--- src/inc/ssd_pkg.sv ---
// Notes on behaviour
// stall check only when enabled by configuration
// measure encoder pulse rate during moves
// stall when measured below tenth of theoretical
// stall stops step pulses, sets status bit
// motion leaves only as step and direction
// home, limits, index active when pulled low
// emergency halt active when line high or open
// quadrature count up when A leads B
// theoretical rate from step rate times ratio
package ssd_pkg;
    // measurement window length in clock cycles (100 us at 100 MHz)
    localparam int unsigned CLK_HZ        = 100000000;
    localparam int unsigned WINDOW_US     = 100;
    localparam int unsigned WINDOW_CYCLES = CLK_HZ / 1000000 * WINDOW_US;
    localparam int unsigned CNT_W         = 24;
    localparam int unsigned POS_W         = 32;
    localparam logic [7:0]  MULT_RESET    = 8'h01;
    localparam logic [4:0]  DIV_RESET     = 5'h01;
    localparam int unsigned STALL_RATIO   = 10;
    // pin idle levels: encoder low, active-low switches high, halt low
    localparam logic [6:0]  PIN_IDLE      = 7'h1e;

    typedef struct packed {
        logic       stall_enable;
        logic       quadrature;
        logic [7:0] enc_multiplier;
        logic [4:0] enc_divisor;
    } ssd_cfg_type;

    typedef struct packed {
        logic home;
        logic lower_limit;
        logic upper_limit;
        logic index;
        logic emergency_halt;
    } ssd_switch_type;
endpackage

--- src/rtl/ssd_sync.sv ---
`timescale 1ns/1ps
module ssd_sync #(
    parameter int unsigned  W   = 1,
    parameter logic [W-1:0] RST = '0
) (
    input  wire logic         clk,
    input  wire logic         arst_n,
    input  wire logic [W-1:0] d,
    output logic      [W-1:0] q
);
    logic [W-1:0] meta_reg;
    logic [W-1:0] meta_next;
    logic [W-1:0] q_reg;
    logic [W-1:0] q_next;

    always_comb begin
        meta_next = d;
        q_next    = meta_reg;
    end

    always_ff @(posedge clk or negedge arst_n) begin
        if (!arst_n) begin
            meta_reg <= RST;
            q_reg    <= RST;
        end else begin
            meta_reg <= meta_next;
            q_reg    <= q_next;
        end
    end

    assign q = q_reg;
endmodule

--- src/rtl/ssd_top.sv ---
`timescale 1ns/1ps
module ssd_top (
    input  wire logic                clk,
    input  wire logic                arst_n,
    input  wire ssd_pkg::ssd_cfg_type cfg,
    input  wire logic                step_req,
    input  wire logic                dir_req,
    input  wire logic                move_active,
    input  wire logic                clear_stall,
    input  wire logic                enc_a_pin,
    input  wire logic                enc_b_pin,
    input  wire logic                home_n_pin,
    input  wire logic                lower_travel_limit_input,
    input  wire logic                upper_travel_limit_input,
    input  wire logic                index_n_pin,
    input  wire logic                emergency_halt_input,
    output logic                     step_out,
    output logic                     dir_out,
    output logic                     stall_error_status_bit,
    output ssd_pkg::ssd_switch_type  switches,
    output logic [ssd_pkg::POS_W-1:0] enc_position
);
    import ssd_pkg::*;

    ////////////////////////////////////////////////////////////////////
    // pin synchronisers
    // reset to idle levels so no switch looks active just after reset
    logic [6:0] pins_sync;

    ssd_sync #(.W(7), .RST(PIN_IDLE)) u_sync (
        .clk    (clk),
        .arst_n (arst_n),
        .d      ({enc_a_pin, enc_b_pin, home_n_pin,
                  lower_travel_limit_input, upper_travel_limit_input,
                  index_n_pin, emergency_halt_input}),
        .q      (pins_sync)
    );

    logic enc_a;
    logic enc_b;
    assign enc_a = pins_sync[6];
    assign enc_b = pins_sync[5];

    ////////////////////////////////////////////////////////////////////
    // switch qualification
    // switches are active low, the halt line alone is active high
    ssd_switch_type sw_reg;
    ssd_switch_type sw_next;

    always_comb begin
        sw_next.home           = ~pins_sync[4];
        sw_next.lower_limit    = ~pins_sync[3];
        sw_next.upper_limit    = ~pins_sync[2];
        sw_next.index          = ~pins_sync[1];
        sw_next.emergency_halt = pins_sync[0];
    end

    always_ff @(posedge clk or negedge arst_n) begin
        if (!arst_n) begin
            sw_reg <= '0;
        end else begin
            sw_reg <= sw_next;
        end
    end

    assign switches = sw_reg;

    ////////////////////////////////////////////////////////////////////
    // encoder decoding
    logic             a_reg;
    logic             a_next;
    logic             b_reg;
    logic             b_next;
    logic [POS_W-1:0] pos_reg;
    logic [POS_W-1:0] pos_next;
    logic             enc_pulse;

    always_comb begin
        a_next    = enc_a;
        b_next    = enc_b;
        pos_next  = pos_reg;
        enc_pulse = 1'b0;
        if (cfg.quadrature) begin
            // each edge of one channel alone is one count, a change on both at once none
            if ((enc_a ^ a_reg) || (enc_b ^ b_reg)) begin
                enc_pulse = 1'b1;
                if ((enc_a ^ b_reg) && !(enc_b ^ a_reg)) begin
                    pos_next = pos_reg + 1'b1;
                end else if (!(enc_a ^ b_reg) && (enc_b ^ a_reg)) begin
                    pos_next = pos_reg - 1'b1;
                end else begin
                    enc_pulse = 1'b0;
                end
            end
        end else begin
            if (enc_a && !a_reg) begin
                enc_pulse = 1'b1;
                pos_next  = pos_reg + 1'b1;
            end else if (enc_b && !b_reg) begin
                enc_pulse = 1'b1;
                pos_next  = pos_reg - 1'b1;
            end
        end
    end

    always_ff @(posedge clk or negedge arst_n) begin
        if (!arst_n) begin
            a_reg   <= 1'b0;
            b_reg   <= 1'b0;
            pos_reg <= '0;
        end else begin
            a_reg   <= a_next;
            b_reg   <= b_next;
            pos_reg <= pos_next;
        end
    end

    assign enc_position = pos_reg;

    ////////////////////////////////////////////////////////////////////
    // velocity windows and stall decision
    localparam logic [CNT_W-1:0] WIN_LAST = CNT_W'(WINDOW_CYCLES - 1);

    logic [CNT_W-1:0] win_reg;
    logic [CNT_W-1:0] win_next;
    logic [CNT_W-1:0] steps_reg;
    logic [CNT_W-1:0] steps_next;
    logic [CNT_W-1:0] pulses_reg;
    logic [CNT_W-1:0] pulses_next;
    logic             stall_reg;
    logic             stall_next;
    logic             step_d_reg;
    logic             step_d_next;
    logic             step_gate;
    logic [39:0]      theo_x_div;
    logic [39:0]      meas_scaled;

    // gating is combinational so a stall blocks the very next step edge
    assign step_gate = step_req & ~stall_reg;

    // mult/div is steps per feedback pulse, so the theoretical pulse
    // count is steps*div/mult; cross-multiplied to avoid a divider:
    // measured*mult*10 < steps*div  <=>  measured < 10% of theoretical
    always_comb begin
        theo_x_div  = 40'(steps_reg) * 40'(cfg.enc_divisor);
        meas_scaled = 40'(pulses_reg) * 40'(cfg.enc_multiplier)
                      * 40'(STALL_RATIO);
    end

    always_comb begin
        win_next    = win_reg;
        steps_next  = steps_reg;
        pulses_next = pulses_reg;
        stall_next  = stall_reg;
        step_d_next = step_gate;
        // clear first so that a set in the same cycle wins
        if (clear_stall) begin
            stall_next = 1'b0;
        end
        if (!move_active || !cfg.stall_enable) begin
            win_next    = '0;
            steps_next  = '0;
            pulses_next = '0;
        end else if (win_reg == WIN_LAST) begin
            // an edge on the closing cycle is counted in neither window
            win_next    = '0;
            steps_next  = '0;
            pulses_next = '0;
            if (meas_scaled < theo_x_div) begin
                stall_next = 1'b1;
            end
        end else begin
            win_next = win_reg + 1'b1;
            if (step_gate && !step_d_reg) begin
                steps_next = steps_reg + 1'b1;
            end
            if (enc_pulse) begin
                pulses_next = pulses_reg + 1'b1;
            end
        end
    end

    always_ff @(posedge clk or negedge arst_n) begin
        if (!arst_n) begin
            win_reg    <= '0;
            steps_reg  <= '0;
            pulses_reg <= '0;
            stall_reg  <= 1'b0;
            step_d_reg <= 1'b0;
        end else begin
            win_reg    <= win_next;
            steps_reg  <= steps_next;
            pulses_reg <= pulses_next;
            stall_reg  <= stall_next;
            step_d_reg <= step_d_next;
        end
    end

    ////////////////////////////////////////////////////////////////////
    // step and direction to the translator drive
    logic step_out_reg;
    logic step_out_next;
    logic dir_out_reg;
    logic dir_out_next;

    always_comb begin
        step_out_next = step_gate;
        dir_out_next  = dir_req;
    end

    always_ff @(posedge clk or negedge arst_n) begin
        if (!arst_n) begin
            step_out_reg <= 1'b0;
            dir_out_reg  <= 1'b0;
        end else begin
            step_out_reg <= step_out_next;
            dir_out_reg  <= dir_out_next;
        end
    end

    assign step_out               = step_out_reg;
    assign dir_out                = dir_out_reg;
    assign stall_error_status_bit = stall_reg;
endmodule

--- config.mk ---
export PLATFORM = sky130hd
export DESIGN_NAME = ssd_top
export DESIGN_NICKNAME = d
export VERILOG_FILES = /design/src/inc/ssd_pkg.sv /design/src/rtl/ssd_sync.sv /design/src/rtl/ssd_top.sv
export SDC_FILE = /design/constraint.sdc
export NUM_CORES = 1
export LEC_CHECK = 0
export CAP_MARGIN = 25
export CORE_UTILIZATION = 70
export DETAILED_ROUTE_END_ITERATION = 8
export DONT_BUFFER_PORTS = 1
export PLACE_DENSITY = 0.86
export SLEW_MARGIN = 20
export SYNTH_ARGS = -nofsm -noshare
export SYNTH_HDL_FRONTEND = slang
export SYNTH_SLANG_ARGS = --single-unit
--- constraint.sdc ---
create_clock -name clk -period 16.7 [get_ports clk]
set_clock_uncertainty 0.15 [all_clocks]
set_input_delay 2.505 -clock clk [delete_from_list [all_inputs] [get_ports clk]]
set_output_delay 2.505 -clock clk [all_outputs]
set_load 0.01 [all_outputs]
==> impl_metrics.py <==
metrics = {
    "run_status": {
        "status": "finished, final reports clean",
    },
    "sta": {
        "tightestPinTransition_ps": 963,
        "fin_crit_ps": 9830,
        "clock.fmax_mhz": 102,
        "setup_violations": 0,
        "hold_viol_final": 0,
        "setup_tns_ps": 0,
        "finalMaxSlewViolations": 0,
        "rsz0062_at_grt": "false",
        "fin_ws_ps": 6870,
        "relSlewSlack_pct": 34.0,
        "timing.final.crit_share_pct": 58.9,
    },
    "placed_design": {
        "gp_congestion": 0.898,
        "place_ws_ps": 6440,
        "portBuffers": 0,
        "hpwl_um": 29700,
        "dp_cells": 2352,
        "place_area_um2": 18200,
    },
    "worst_setup_path": {
        "critPathArrivalTime_ps": 10000,
        "crit_path_start_kind": "primary input",
        "cp.required_ps": 16870,
        "cp_max_fo": 24,
        "cp_slowest_cell": "fa_1",
        "crit_family": "adder cells",
        "setup.worst_path.class": "primary input to flop",
        "end_kind": "flop",
        "path_buf_inv": 2,
        "max_stage_delay_ps": 550,
    },
    "final_layout": {
        "largest_reg_flops": 32,
        "n_antenna_cell": 0,
        "multi_input_area_um2": 13600,
        "drive_gt1_share_pct": 3.16,
        "fillers": 1840,
        "area_delta_synth_final_pct": 3.95,
        "finalNonFillerCells": 2384,
        "stdcell_area_um2": 18800,
        "final_util_pct": 74.5,
        "seqCellArea_um2": 3210,
        "nets": 2442,
    },
    "die": {
        "fp.dieH_um": 163,
        "row_count": 58,
        "coreArea_um2": 25300,
        "die_area_um2": 26500,
        "initial_core_util_pct": 71.7,
        "dieWidth_um": 163,
        "io_pins": 68,
    },
    "clock_tree": {
        "cts_hold_buf": 0,
        "path_clk_slew_ps": 60,
        "numCtsBuffers": 17,
        "insertion_delay_ps": 440,
        "htree_levels": 4,
        "cts_resized": 0,
        "cts_sinks": 128,
        "cts_tree": "done",
        "clock_tree.root_cell": "clkbuf_16",
        "post-cts-setup-buffer-count": 0,
        "cts.path.max_buffers": 2,
    },
    "global_routing": {
        "grt_overflow": 0,
        "track_usage_pct": 32.2,
        "grt_start_max_net_pins": 129,
        "grt_pass1_vias": 14900,
        "antenna_found_initial": 0,
        "grt_pass1_wl_um": 68900,
    },
    "synth": {
        "async_flop_share_pct": 100,
        "synthFlopType": "dfrtp_1",
        "synth_edf_count": 0,
        "synth_cell_types": 73,
        "synth_top_area_share_pct": 22.0,
        "yosysTopAreaCell": "fa_1",
        "synth_area_leaders": "fa_1 (22%), dfrtp_1 (17%), ha_1 (12%)",
        "ys_seq_elements": 128,
        "syn-num-nets": 2508,
        "ys_seq_area_share_pct": 17.7,
        "syn-cell-area_um2": 18100,
        "avgSynthCellArea_um2": 8.59,
        "ys.warnings.count": 0,
        "netlist_instances": 2107,
    },
    "routing": {
        "drcViolationCount": 0,
        "antenna_left": 0,
        "wirelength_um": 39800,
        "drtIter0Drc": 895,
        "first_pass_iters": 5,
        "vias": 14400,
        "wl_per_cell_um": 16.7,
        "detail_route.vias_per_cell": 6.05,
    },
    "job": {
        "maxCapViolCount": 0,
    },
    "power": {
        "peakVddDrop_mv": 0.0855,
        "power_density_nw_per_um2": 50.0,
        "p_leak_uw": 0.00980,
    },
    "hold_path": {
        "min_path_type": "flop to flop",
    },
}
final timing paths:
check | slack, ps | startpoint | cells after the start | endpoint
max in group asynchronous | 14490 | arst_n | 0 | enc_position[17]$_DFFE_PN0P_
min | 200 | u_sync.meta_reg[6]$_DFF_PN0_ | 0 | u_sync.q[6]$_DFF_PN0_
min in group asynchronous | 1610 | arst_n | 0 | steps_reg[5]$_DFFE_PN0P_
min reg2reg | 200 | u_sync.meta_reg[6]$_DFF_PN0_ | 0 | u_sync.q[6]$_DFF_PN0_
max reg2reg | 8260 | pulses_reg[2]$_DFFE_PN0P_ | 32 | stall_error_status_bit$_DFF_PN0_
max | 6870 | cfg[12] | 32 | stall_error_status_bit$_DFF_PN0_
synthesized netlist by cell type, types with 36 or more instances:
| cell | number |
|---|---|
| inv_1 | 245 |
| nand2_1 | 222 |
| fa_1 | 199 |
| and2_1 | 190 |
| ha_1 | 174 |
| nor2_1 | 151 |
| dfrtp_1 | 120 |
| a21oi_1 | 96 |
| xor2_1 | 92 |
| clkbuf_1 | 77 |
| xnor2_1 | 77 |
| nand3_1 | 59 |
| a21o_1 | 55 |
| o21ai_0 | 55 |
| and3_1 | 36 |
per-layer routing:
layer,up-vias,wire [um],track usage [%]
met2,492,19900,55.5
met4,0,1070,11.4
met3,102,2220,4.28
met1,7088,16700,41.6
met5,-,0,0
li1,6736,-,-
worst reg2reg max path: cells and delay by family, from the launching register on:
kind            cells  cell delay (ps)
fa+ha+maj           8             3330
compound gates     13             2740
buf+inv             2              100
simple gates        7             1020
xor+xnor            2              290
flops               1              670
report_power, final:
group / total (uW) / switching [uW] / leakage [uW] / internal [uW]
combinational: 117 / 65.0 / 0.00781 / 52.3
clock: 405 / 164 / 0.000302 / 241
sequential: 419 / 75.8 / 0.00168 / 344
layout by cell type (no fill, tap or decap), drive strengths merged, types with 10 or more instances in the layout:
cell type  instances
fa               199
nand2b            15
and3              36
nor2b             15
and2             190
or3               14
nand4             20
nor2             151
nand2            222
a211oi            10
a31oi             11
xor2              92
inv              249
xnor2             77
nor4              13
o21ai             59
ha               174
a21o              55
a21oi             97
clkbuf            18
nor3              28
o21a              15
nand3             59
dfrtp            120
logic make-up (layout without fill, tap and decap cells):
family | after synthesis | count (layout) | share of synthesized area, %
AOI/OAI and AO/OA | 306 | 306 | 10.9
xor gates and xnor gates | 169 | 169 | 8.17
adders and majority gates | 373 | 373 | 34.0
buffers and inverters | 334 | 281 | 6.97
DFF | 128 | 128 | 17.7
muxes | 6 | 6 | 0.339
and+or+nand+nor | 791 | 791 | 21.9
cell type report:
class,count,area share [%]
clock inverter,14,0.944
timing repair buffer,4,0.146
clock buffer,18,2.33
tap,330,2.19
multi-input combinational,1645,72.4
sequential,128,17.1
inverter,245,4.89
per-stage QoR:
step / total power, uW / hold WS (ps)
2_1_floorplan: 509 / 181
4_1_cts: 944 / 206
3_5_place_dp: 538 / 191
5_1_grt: 977 / 209
6_report: 942 / 201
3_3_place_gp: 531 / 185
Power figures use the tool's default switching activity.
